File: src/drfr_pkg.sv
// constants and types for drive fault reaction selection
// Overview of operation
// [RULE_01] encoder configuration bit 0 says whether an index pulse is used
// [RULE_02] hold a 16-bit offset from encoder index to rotor magnets
// [RULE_03] closed-loop encoder commutation only once an alignment is stored
// [RULE_04] deviation error runs the chosen reaction; all ones is none
// [RULE_05] deviation code 0 switches the power stage off at once, motor free
// [RULE_06] deviation code 1 brakes slow, 2 brakes quick; others reserved
// [RULE_07] limit switch pass sets status warning bit 7, then reacts
// [RULE_08] limit code -1 does nothing, so homing can pass the switch
// [RULE_09] limit code 1 or 2 brakes slow or quick, then switch-on disabled
// [RULE_10] limit code 5 or 6 brakes, then quick-stop active, motor energized
// [RULE_11] after code 5 or 6 the drive may return to operation enabled
// [RULE_12] control bit 2 is left untouched on entering quick-stop active
// [RULE_13] master returns by writing quick-stop bit 0 and then 1 again
// [RULE_14] reserved or unlisted reaction codes act as no reaction
// [RULE_15] each event is seen once and its reaction starts within one cycle; the code reacts only from ST_RUN, deviation outranking limit
package drfr_pkg;
  // ==========================================================================
  // object dictionary indices and subindices
  localparam logic [15:0] IDX_ENCODER   = 16'h33A0;
  localparam logic [15:0] IDX_DEV_CODE  = 16'h3700;
  localparam logic [15:0] IDX_LIM_CODE  = 16'h3701;
  localparam logic [7:0]  SUB_COUNT     = 8'h00;
  localparam logic [7:0]  SUB_CONFIG    = 8'h01;
  localparam logic [7:0]  SUB_ALIGN     = 8'h02;
  // ==========================================================================
  // reset values and fields
  localparam logic [7:0]  ENC_COUNT_RST = 8'h02;
  localparam logic [15:0] ENC_CFG_RST   = 16'h0000;
  localparam logic [15:0] ENC_ALIGN_RST = 16'h0000;
  localparam logic [15:0] DEV_CODE_RST  = 16'hFFFF;
  localparam logic [15:0] LIM_CODE_RST  = 16'hFFFF;
  localparam int          CFG_INDEX_BIT = 0;
  // ==========================================================================
  // reaction codes
  localparam logic [15:0] CODE_NONE     = 16'hFFFF;
  localparam logic [15:0] CODE_FREE     = 16'h0000;
  localparam logic [15:0] CODE_SLOW     = 16'h0001;
  localparam logic [15:0] CODE_QUICK    = 16'h0002;
  localparam logic [15:0] CODE_SLOW_QSA = 16'h0005;
  localparam logic [15:0] CODE_QUICK_QSA = 16'h0006;
  // ==========================================================================
  // reaction state machine
  typedef enum logic [2:0] {
    ST_RUN, ST_BRAKE, ST_FREE, ST_SOD, ST_QSA
  } drfr_state_e;
endpackage : drfr_pkg

File: src/drfr_top.sv
// fault reaction selection and incremental encoder configuration
`timescale 1ns/1ps
module drfr_top (
  // clock and reset
  input  wire logic        mclk,
  input  wire logic        rst,
  // object dictionary access from the fieldbus side
  input  wire logic        od_req,
  input  wire logic        od_wr,
  input  wire logic [15:0] od_index,
  input  wire logic [7:0]  od_subidx,
  input  wire logic [15:0] od_wdata,
  output logic             od_ack,
  output logic             od_abort,
  output logic      [15:0] od_rdata,
  // fault events
  input  wire logic        dev_error,
  input  wire logic        limit_pin,
  // drive state machine side
  input  wire logic        ctrl_quick_stop,
  input  wire logic        ramp_done,
  input  wire logic        fault_reset,
  output logic             stage_off,
  output logic             ramp_slow,
  output logic             ramp_quick,
  output logic             state_sod,
  output logic             state_qsa,
  output logic             op_resume,
  output logic             status_warning,
  // encoder setup
  output logic             index_used,
  output logic             closed_loop_ok,
  output logic      [15:0] align_offset
);
  // ==========================================================================
  // object dictionary registers
  logic [15:0] cfg_q, cfg_d, align_q, align_d, dev_q, dev_d, lim_q, lim_d;
  logic        aval_q, aval_d, ack_q, ack_d, abort_q, abort_d;
  logic [15:0] rdata_q, rdata_d;
  logic        hit_enc, hit_dev, hit_lim;

  // decode one request per cycle; answer comes on the next edge
  always_comb begin
    hit_enc  = od_index == drfr_pkg::IDX_ENCODER;
    hit_dev  = od_index == drfr_pkg::IDX_DEV_CODE
               && od_subidx == drfr_pkg::SUB_COUNT;
    hit_lim  = od_index == drfr_pkg::IDX_LIM_CODE
               && od_subidx == drfr_pkg::SUB_COUNT;
    cfg_d    = cfg_q;
    align_d  = align_q;
    dev_d    = dev_q;
    lim_d    = lim_q;
    aval_d   = aval_q;
    ack_d    = 1'b0;
    abort_d  = 1'b0;
    rdata_d  = rdata_q;
    if (od_req) begin
      ack_d   = 1'b1;
      abort_d = 1'b1;
      if (hit_enc && od_subidx == drfr_pkg::SUB_COUNT && !od_wr) begin
        abort_d = 1'b0;
        rdata_d = {8'h00, drfr_pkg::ENC_COUNT_RST};
      end else if (hit_enc && od_subidx == drfr_pkg::SUB_CONFIG) begin
        abort_d = 1'b0;
        if (od_wr) cfg_d = od_wdata;                         // [RULE_01]
        rdata_d = od_wr ? od_wdata : cfg_q;
      end else if (hit_enc && od_subidx == drfr_pkg::SUB_ALIGN) begin
        abort_d = 1'b0;
        if (od_wr) begin
          align_d = od_wdata;                                // [RULE_02]
          aval_d  = 1'b1;                                    // [RULE_03]
        end
        rdata_d = od_wr ? od_wdata : align_q;
      end else if (hit_dev) begin
        abort_d = 1'b0;
        if (od_wr) dev_d = od_wdata;                         // [RULE_04]
        rdata_d = od_wr ? od_wdata : dev_q;
      end else if (hit_lim) begin
        abort_d = 1'b0;
        if (od_wr) lim_d = od_wdata;
        rdata_d = od_wr ? od_wdata : lim_q;
      end
    end
  end

  always_ff @(posedge mclk or posedge rst) begin
    if (rst) begin
      cfg_q   <= drfr_pkg::ENC_CFG_RST;
      align_q <= drfr_pkg::ENC_ALIGN_RST;
      dev_q   <= drfr_pkg::DEV_CODE_RST;
      lim_q   <= drfr_pkg::LIM_CODE_RST;
      aval_q  <= 1'b0;
      ack_q   <= 1'b0;
      abort_q <= 1'b0;
      rdata_q <= 16'h0000;
    end else begin
      cfg_q   <= cfg_d;
      align_q <= align_d;
      dev_q   <= dev_d;
      lim_q   <= lim_d;
      aval_q  <= aval_d;
      ack_q   <= ack_d;
      abort_q <= abort_d;
      rdata_q <= rdata_d;
    end
  end

  assign od_ack         = ack_q;
  assign od_abort       = abort_q;
  assign od_rdata       = rdata_q;
  assign index_used     = cfg_q[drfr_pkg::CFG_INDEX_BIT];    // [RULE_01]
  assign align_offset   = align_q;
  // an all-zero offset is a legal angle, so presence is tracked apart
  assign closed_loop_ok = aval_q;                            // [RULE_03]

  // ==========================================================================
  // event capture
  logic s1_q, s2_q, s3_q, lim_lvl_q, lim_lvl_d, devp_q;
  logic lim_rise, dev_rise;

  // limit pin is asynchronous; a change counts once stages two and three agree
  always_comb begin
    lim_lvl_d = (s2_q == s3_q) ? s3_q : lim_lvl_q;
    lim_rise  = (s2_q == s3_q) && s3_q && !lim_lvl_q;        // [RULE_15]
    dev_rise  = dev_error && !devp_q;                        // [RULE_15]
  end

  always_ff @(posedge mclk or posedge rst) begin
    if (rst) begin
      s1_q      <= 1'b0;
      s2_q      <= 1'b0;
      s3_q      <= 1'b0;
      lim_lvl_q <= 1'b0;
      devp_q    <= 1'b0;
    end else begin
      s1_q      <= limit_pin;
      s2_q      <= s1_q;
      s3_q      <= s2_q;
      lim_lvl_q <= lim_lvl_d;
      devp_q    <= dev_error;
    end
  end

  // ==========================================================================
  // reaction state machine
  drfr_pkg::drfr_state_e st_q, st_d;
  logic quick_q, quick_d, toqsa_q, toqsa_d, warn_q, warn_d;
  logic qslow_q, qslow_d, resume;
  logic dev_free, dev_slow, dev_quick, lim_brake, lim_quick, lim_qsa;

  // unknown codes fall through to no reaction, never to a switch-off
  always_comb begin
    dev_free  = dev_q == drfr_pkg::CODE_FREE;                // [RULE_05]
    dev_slow  = dev_q == drfr_pkg::CODE_SLOW;                // [RULE_06]
    dev_quick = dev_q == drfr_pkg::CODE_QUICK;               // [RULE_06]
    lim_qsa   = lim_q == drfr_pkg::CODE_SLOW_QSA
                || lim_q == drfr_pkg::CODE_QUICK_QSA;        // [RULE_10]
    lim_quick = lim_q == drfr_pkg::CODE_QUICK
                || lim_q == drfr_pkg::CODE_QUICK_QSA;
    lim_brake = lim_qsa || lim_q == drfr_pkg::CODE_SLOW
                || lim_quick;                      // [RULE_08] [RULE_14]
  end

  // events are taken only while running; deviation outranks limit
  always_comb begin
    st_d    = st_q;
    quick_d = quick_q;
    toqsa_d = toqsa_q;
    qslow_d = qslow_q;
    resume  = 1'b0;
    case (st_q)
      drfr_pkg::ST_RUN: begin
        if (dev_rise && dev_free) begin
          st_d = drfr_pkg::ST_FREE;                          // [RULE_05]
        end else if (dev_rise && (dev_slow || dev_quick)) begin
          st_d    = drfr_pkg::ST_BRAKE;                      // [RULE_04]
          quick_d = dev_quick;
          toqsa_d = 1'b0;
        end else if (lim_rise && lim_brake) begin
          st_d    = drfr_pkg::ST_BRAKE;                      // [RULE_09]
          quick_d = lim_quick;
          toqsa_d = lim_qsa;                                 // [RULE_10]
        end
      end
      drfr_pkg::ST_BRAKE: begin
        if (ramp_done) begin
          st_d    = toqsa_q ? drfr_pkg::ST_QSA : drfr_pkg::ST_SOD;
          qslow_d = 1'b0;
        end
      end
      drfr_pkg::ST_FREE, drfr_pkg::ST_SOD: begin
        if (fault_reset) st_d = drfr_pkg::ST_RUN;
      end
      drfr_pkg::ST_QSA: begin
        // the control bit is only watched, never rewritten here [RULE_12]
        if (!ctrl_quick_stop) qslow_d = 1'b1;
        if (qslow_q && ctrl_quick_stop) begin
          st_d   = drfr_pkg::ST_RUN;                         // [RULE_11]
          resume = 1'b1;                                     // [RULE_13]
        end
      end
      default: st_d = drfr_pkg::ST_RUN;
    endcase
    // set wins over clear
    warn_d = lim_rise || (warn_q && !fault_reset && !resume); // [RULE_07]
  end

  always_ff @(posedge mclk or posedge rst) begin
    if (rst) begin
      st_q    <= drfr_pkg::ST_RUN;
      quick_q <= 1'b0;
      toqsa_q <= 1'b0;
      qslow_q <= 1'b0;
      warn_q  <= 1'b0;
    end else begin
      st_q    <= st_d;
      quick_q <= quick_d;
      toqsa_q <= toqsa_d;
      qslow_q <= qslow_d;
      warn_q  <= warn_d;
    end
  end

  // outputs decoded from the state register and quick_q, op_resume and status_warning aside (resume, warn_q); qsa keeps the stage energized
  assign stage_off      = st_q == drfr_pkg::ST_FREE
                          || st_q == drfr_pkg::ST_SOD;
  assign ramp_slow      = st_q == drfr_pkg::ST_BRAKE && !quick_q;
  assign ramp_quick     = st_q == drfr_pkg::ST_BRAKE && quick_q;
  assign state_sod      = st_q == drfr_pkg::ST_SOD;
  assign state_qsa      = st_q == drfr_pkg::ST_QSA;
  assign op_resume      = resume;
  assign status_warning = warn_q;

  // ==========================================================================
  // checks
  a_free_on_zero: assert property ( // [RULE_05]
    @(posedge mclk) disable iff (rst)
    st_q == drfr_pkg::ST_RUN && dev_rise && dev_free
    |=> stage_off && !ramp_slow)
    else $error("code 0 deviation did not free the stage");
  a_dev_none: assert property ( // [RULE_04]
    @(posedge mclk) disable iff (rst)
    st_q == drfr_pkg::ST_RUN && dev_rise && dev_q == drfr_pkg::CODE_NONE
    && !lim_rise |=> st_q == drfr_pkg::ST_RUN)
    else $error("no-reaction code changed state");
  a_dev_quick: assert property ( // [RULE_06]
    @(posedge mclk) disable iff (rst)
    st_q == drfr_pkg::ST_RUN && dev_rise && dev_quick |=> ramp_quick)
    else $error("code 2 deviation not on quick ramp");
  a_warn_set: assert property ( // [RULE_07]
    @(posedge mclk) disable iff (rst)
    lim_rise |=> status_warning)
    else $error("limit pass did not set warning");
  a_lim_ignore: assert property ( // [RULE_08]
    @(posedge mclk) disable iff (rst)
    st_q == drfr_pkg::ST_RUN && lim_rise && !dev_rise
    && lim_q == drfr_pkg::CODE_NONE |=> st_q == drfr_pkg::ST_RUN)
    else $error("limit code -1 reacted");
  a_lim_sod: assert property ( // [RULE_09]
    @(posedge mclk) disable iff (rst)
    ramp_slow && !toqsa_q && ramp_done |=> state_sod && stage_off)
    else $error("brake did not end in switch-on disabled");
  a_qsa_live: assert property ( // [RULE_10]
    @(posedge mclk) disable iff (rst)
    state_qsa |-> !stage_off && !ramp_slow && !ramp_quick)
    else $error("quick-stop active dropped the stage");
  // the decode above cannot catch a brake that never lands in qsa
  a_qsa_entry: assert property ( // [RULE_10]
    @(posedge mclk) disable iff (rst)
    (ramp_slow || ramp_quick) && toqsa_q && ramp_done |=> state_qsa)
    else $error("brake bound for quick-stop active went elsewhere");
  // a fresh limit pass on the resume edge sets the warning again
  a_qsa_resume: assert property ( // [RULE_13]
    @(posedge mclk) disable iff (rst)
    state_qsa && !ctrl_quick_stop ##1 state_qsa && ctrl_quick_stop
    && !lim_rise |=> st_q == drfr_pkg::ST_RUN && !status_warning)
    else $error("0 then 1 on quick-stop bit did not resume");
  a_align_ok: assert property ( // [RULE_03]
    @(posedge mclk) disable iff (rst)
    od_req && od_wr && hit_enc && od_subidx == drfr_pkg::SUB_ALIGN
    |=> closed_loop_ok && align_offset == $past(od_wdata))
    else $error("alignment write not taken");
endmodule : drfr_top

File: config.mk
export PLATFORM = sky130hd
export DESIGN_NAME = drfr_top
export DESIGN_NICKNAME = d
export VERILOG_FILES = /design/src/drfr_pkg.sv /design/src/drfr_top.sv
export SDC_FILE = /design/constraint.sdc
export NUM_CORES = 1
export LEC_CHECK = 0
export BUFFER_PORTS_ARGS = -buffer_cell sky130_fd_sc_hd__clkbuf_2
export CORE_UTILIZATION = 55
export DETAILED_ROUTE_END_ITERATION = 10
export GPL_TIMING_DRIVEN = 0
export PLACE_DENSITY = 0.8
export SLEW_MARGIN = 20
export SYNTH_ARGS = -nofsm -noshare
export SYNTH_HDL_FRONTEND = slang
export SYNTH_SLANG_ARGS = --single-unit
File: constraint.sdc
create_clock -name mclk -period 3.2 [get_ports mclk]
set_input_delay 0.32 -clock mclk [delete_from_list [all_inputs] [get_ports mclk]]
set_output_delay 0.32 -clock mclk [all_outputs]
set_load 0.02 [all_outputs]
-- After elaboration in Yosys (flattened, before gate mapping)
Cells that the tools add are included.
- register bits after elaboration: 95
- latch bits: 0
- memory bits (writable): 0
- ROM bits: 0
- input port bits: 49
- output and inout bits: 43
- word-level logic and storage cells: 123
- memories kept: 0
- $add $sub $neg: 0
- multipliers: 0
- divide/modulo/power cells: 0
- $lt $le $gt $ge: 0
- eq/ne operators: 21
- shift-type cells: 0
- multiplexer cells: 33
- bitwise operators: 5
- reduce and logical (&&, ||, !) cells: 46
- operators by type and width (kind ; number):
    2-to-1 mux 16 bit ; 9
    == test 16 x 14 -> 1 bit (second input constant) ; 3
    == test 16 x 1 -> 1 bit (second input constant) ; 2
    == test 16 x 2 -> 1 bit (second input constant) ; 2
    == test 16 x 3 -> 1 bit (second input constant) ; 2
    2-to-1 mux 3 bit ; 7
    logical AND 1 bit ; 17
    logical NOT 16 bit ; 1
    2-to-1 mux 1 bit ; 15
    one-hot mux 3 bit (4 select lines) ; 1
    AND reduction 5 bit ; 2
    AND reduction 3 bit ; 3
    == test 8 x 1 -> 1 bit (second input constant) ; 1
    == test 8 x 2 -> 1 bit (second input constant) ; 1
    logical NOT 8 bit ; 1
    AND reduction 4 bit ; 2
    logical OR 1 bit ; 7
    == test 3 x 2 -> 1 bit (second input constant) ; 2
    logical NOT 1 bit ; 6
    != test 2 bit (second input constant) ; 3
    AND reduction 6 bit ; 1
    inverter 1 bit ; 5
    nonzero test 5 bit ; 1
    != test 4 bit (second input constant) ; 1
    other kinds (9) ; 10

-- Logic depth before layout (Yosys ltp)
- depth in word-level cells: 9
- mapped depth: 8
- mapped depth without buffers: 8

-- Worst setup path before layout
Ideal clock, no wire load.
- path type: input port to flip-flop
- from: input od_index[14]
- to: register align_q[0], in the netlist align_offset[0]
- library setup time: 125 ps
- arrival: 2420 ps
- required time: 3075 ps
- setup slack: 655 ps
- cell stages on the path: 6
- path buffers: 1
- path through: or4_4 -> or4_4 -> or3_1 -> nor2_4 -> buf_6 -> mux2_2
- longest elaborated chain between the ends: 5
- elaborated cells between the ends (all ways): 8
- classes of those cells: 1 x eq/ne; 2 x bitwise; 5 x reduce/logical
- RTL lines (element ; line ; RTL):
    from (decl) ; drfr_top.sv:10 ; input wire logic [15:0] od_index,
    == test 16 x 14 -> 1 bit (*) ; drfr_top.sv:44 ; hit_enc = od_index == drfr_pkg::IDX_ENCODER;
    logical AND 1 bit (2 in a row) ; drfr_top.sv:60 ; if (hit_enc && od_subidx == drfr_pkg::SUB_COUNT && !od_wr) begin
    inverter 1 bit (no source line) ; -- ;
    AND reduction 4 bit (no source line) (*) ; -- ;
    to (signal assigned) ; drfr_top.sv:89 ; align_q <= drfr_pkg::ENC_ALIGN_RST;
    to (signal assigned) ; drfr_top.sv:98 ; align_q <= align_d;
    to (decl) ; drfr_top.sv:37 ; logic [15:0] cfg_q, cfg_d, align_q, align_d, dev_q, dev_d, lim_q, lim_d;
Every way passes the cells marked *; elsewhere a longest branch is shown, timed or not.
A chain may end at the register's enable or synchronous reset.

-- Final worst setup path
- from: input od_index[14]
- to: register rdata_q[10], in the netlist od_rdata[10]
- longest elaborated chain between the ends: 6
- elaborated cells between the ends (all ways): 15
- classes of those cells: 3 x eq/ne; 4 x mux; 8 x reduce/logical
- RTL lines (element ; line ; RTL):
    == test 16 x 14 -> 1 bit ; drfr_top.sv:45 ; hit_dev = od_index == drfr_pkg::IDX_DEV_CODE
    logical AND 1 bit ; drfr_top.sv:46 ; && od_subidx == drfr_pkg::SUB_COUNT;
    2-to-1 mux 16 bit ; drfr_top.sv:74 ; end else if (hit_dev) begin
    2-to-1 mux 16 bit ; drfr_top.sv:67 ; end else if (hit_enc && od_subidx == drfr_pkg::SUB_ALIGN) begin
    2-to-1 mux 16 bit ; drfr_top.sv:63 ; end else if (hit_enc && od_subidx == drfr_pkg::SUB_CONFIG) begin
    2-to-1 mux 16 bit ; drfr_top.sv:60 ;
    to (signal assigned) ; drfr_top.sv:104 ; rdata_q <= rdata_d;
    to (decl) ; drfr_top.sv:39 ; logic [15:0] rdata_q, rdata_d;
Parallel ways exist; a longest one is shown, timed or not.

==> impl_results.md <==
- Outcome: completed
- Number of flops mapped to enable cells by yosys: 0
- Synth Flop Type: dfrtp_1
- End of the critical path: od_rdata[10]
- Worst Path Required: 3.47 ns
- Critical path class: in -> reg
- GRT Total Usage: 0.2761
- Psw: 0.5998 mW
- Iteration-0 DRC Markers: 210
- First-pass iteration count of the detailed router: 4
- Adder-cell share of the synthesized area: 0.002685
- Multiplexer share of the synthesized area: 0.1805
- Placed Area: between 0.005 and 0.006 sq mm
- Drc violations: 0
- Share of cells above drive strength 1: 0.4501
- FF-to-FF setup slack: between 0.6 and 0.7 ns
- Die area: about 0.0088 sq mm
- Comb power frac: 0.098
- Clock Latency Late Sink: 0.36 ns
- Setup Buffers After CTS: 0
- Worst R2R Start: lim_q[3]
- Setup-failing EPs final: 0
- RSZ-0062 raised after global routing: false
- Number of synthesized register bits: 95
- Commonest non-fill, non-tap cell in the layout: clkbuf_2
- CTS buffer count: 9
- # IOs: 92
- YS warnings: 0
- Ranking of synthesized cells by area: dfrtp_1, dfstp_2, mux2_2
- Vias in the first global route: 3,582
- Fmax: 376.1 MHz
- Max-Cap Viols: 0
- Mapped Cells: 383
- Final Skew: 0.01408 ns
- CTS Root Cell: clkbuf_8
- Fill count: 645
- Final period util: 0.8309
- Sequential share of power: 0.509
- Min Hold Slack: 0.03874 ns
- Via density: 6.052
- Worst setup EP type: flop
- Diodes inserted: 0
- Largest net degree at the start of global routing: 53
- Die Y: 94.04 um
- Yosys cell types: 55
- Worst path arrival time: 2.93 ns
- Top cell type by total area after synthesis: dfrtp_1
- Port buffer count: 91
- GP Congestion: 0.8449
- Min Tclk post-route: 2.659 ns
- Pwr/cell area: roughly 440 mW/mm^2
- Initial core utilization: 0.5671
- Reg-to-Reg End: toqsa_q
- Area Overhead vs Synth: 18.61%
- Tot Pwr: 2.450 mW
- CTS max path bufs: 2
- Post-synth ARST share: 1.000
- Combinational family with the most area after synthesis: multiplexers
- Die width: 94.04 um
- Maximum VDD drop: 0.2156 mV
- Worst setup SP type: input port
- Least-Margin Pin Slew: 0.8994 ns
- Int Pwr: about 1.9 mW
- Slew Viols, Final: 0
- Mapped Nets: 433
- CTS tree: done
- Post-Synth Simple-Gate Area: 0.1343
- Final Hold Fails: 0
- Syn Std Cell Area: about 0.0047 sq mm
- Hold WC Path Type: in -> async
- Seq/Total Area, Yosys: 0.5188
- Commonest non-fill, non-tap cells in the layout: clkbuf_2, dfrtp_1, mux2_2, nand2_1, dfstp_2
- Cts hold-fix bufs: 0
- LEAKAGE: 2.572 nW
- Synth top area share: 0.3383
- Crit path from: od_index[14]
- First-pass GRT wire length: between 15 and 20 mm
- Fin nets: 536
- Sum Neg Setup Slack: 0 ns
- Final instance area: 0.005527 sq mm
- Synth Area in Compound Gates: 0.1294
- Number of nets with antenna violations after routing: 0
- Post-cts gate resize count: 0
- Via Count: 3,607
- # clock sinks: 95
- Clk pwr share: 0.393
- Slew headroom: 0.3954
- WL/cell: 18.96 um
- Initial antenna violation count: 0
- Xor/xnor cell area share of the yosys netlist: 0.003759
- Post-DP HPWL: 8.044 mm
- Layout Utilization: 0.6726
- Worst Reg2Reg Path Length in Cells: 5
- Switching share of power: 0.2448
- Total global routing overflow: 0
- Clock-pin slew on the worst setup and hold paths: roughly 0.090 ns
- # rows: 33
- CP max FO: 7
- Mean Syn Cell Area: 12.17 sq um
- Total Wirelength: 11.30 mm
- Core ar.: a little over 0.008 sq mm
- # H-tree levels: 3
-- registers in the layout, indices dropped and copies added, names as in the netlist, 3 cells and up --
register / flops
od_rdata: 16
cfg_q: 16
dev_q: 16
lim_q: 16
align_offset: 16
st_q: 3
-- how the worst min path moves through the flow --
stage	cells past startpoint	endpoint	slack [ns]
floorplan	0	s2_q	0.33
global placement	0	s2_q	0.34
detailed placement	0	s2_q	0.35
CTS	2	od_rdata[12]	0.06
global route	1	s1_q	0.07
finish	2	od_rdata[12]	0.04
-- kinds of logic after synthesis --
kind of cell               Yosys count
muxes                               72
AOI/OAI and AO/OA                   81
DFF                                 95
buffers and inverters               26
adders and majority gates            1
and+or+nand+nor                    106
xor gates and xnor gates             2
-- worst max-delay path, cell delays in order --
cell and delay [ns]:
clkbuf_2 0.08, or4_4 0.51, or4_4 0.53, a2111oi_2 0.72, nand2b_1 0.45, o211ai_1 0.31
-- area by class of cell --
type	instances	area, sq um	area share
Buffer	15	101.3	0.01834
Clock buffer	10	137.6	0.02490
Clock inverter	6	107.6	0.01947
Inverter	11	43.79	0.007924
Multi-Input combinational cell	262	2112	0.3822
Sequential cell	95	2417	0.4374
Tap cell	105	131.4	0.02377
Timing Repair Buffer	92	475.5	0.08603
-- synthesized netlist by cell type (3+ instances only) --
library cell  instances
inv_1                11
or4_4                 3
mux2i_1              12
nor3_1                4
a22oi_1               4
nor4b_1               3
nor2_1               11
nand3_1               6
a21o_1                3
o211ai_1              7
o21ai_0              18
dfrtp_1              63
a21oi_1               8
buf_6                 4
a22o_1               16
nand4_1               3
buf_2                 3
dfstp_2              32
nor4_1                8
a32o_1                4
mux2_4               12
mux2_2               48
or3_1                 3
nand2b_1             11
nor2b_1               3
nand2_1              36
a221oi_1              7
clkbuf_1              6
-- routing by layer --
metal	routed length, um	vias up	global-route usage	part of all wire
met2	5689	123	0.4641	0.50
met3	722	26	0.04045	0.064
li1	-	1644	-	-
met4	254	0	0.1103	0.022
met1	4637	1814	0.3586	0.41
met5	0	-	0	0
-- through the flow --
stage,cells,worst slack [ns]
final,596,0.5412
after global placement,579,-0.5363
after floorplan,383,0.4559
after CTS,596,0.5243
after global routing,596,0.4490
after detailed placement,580,0.1845
-- power groups by stage --
| stage | Clock [mW] | Combinational, mW | Sequential (mW) |
|---|---|---|---|
| after floorplan | 0 | 0.143 | 1.27 |
| after global placement | 0 | 0.229 | 1.27 |
| after detailed placement | 0 | 0.240 | 1.27 |
| after CTS | 0.962 | 0.241 | 1.25 |
| after global routing | 1.01 | 0.267 | 1.25 |
| final | 0.963 | 0.240 | 1.25 |
Note: power is estimated with default switching activity, not from simulation.
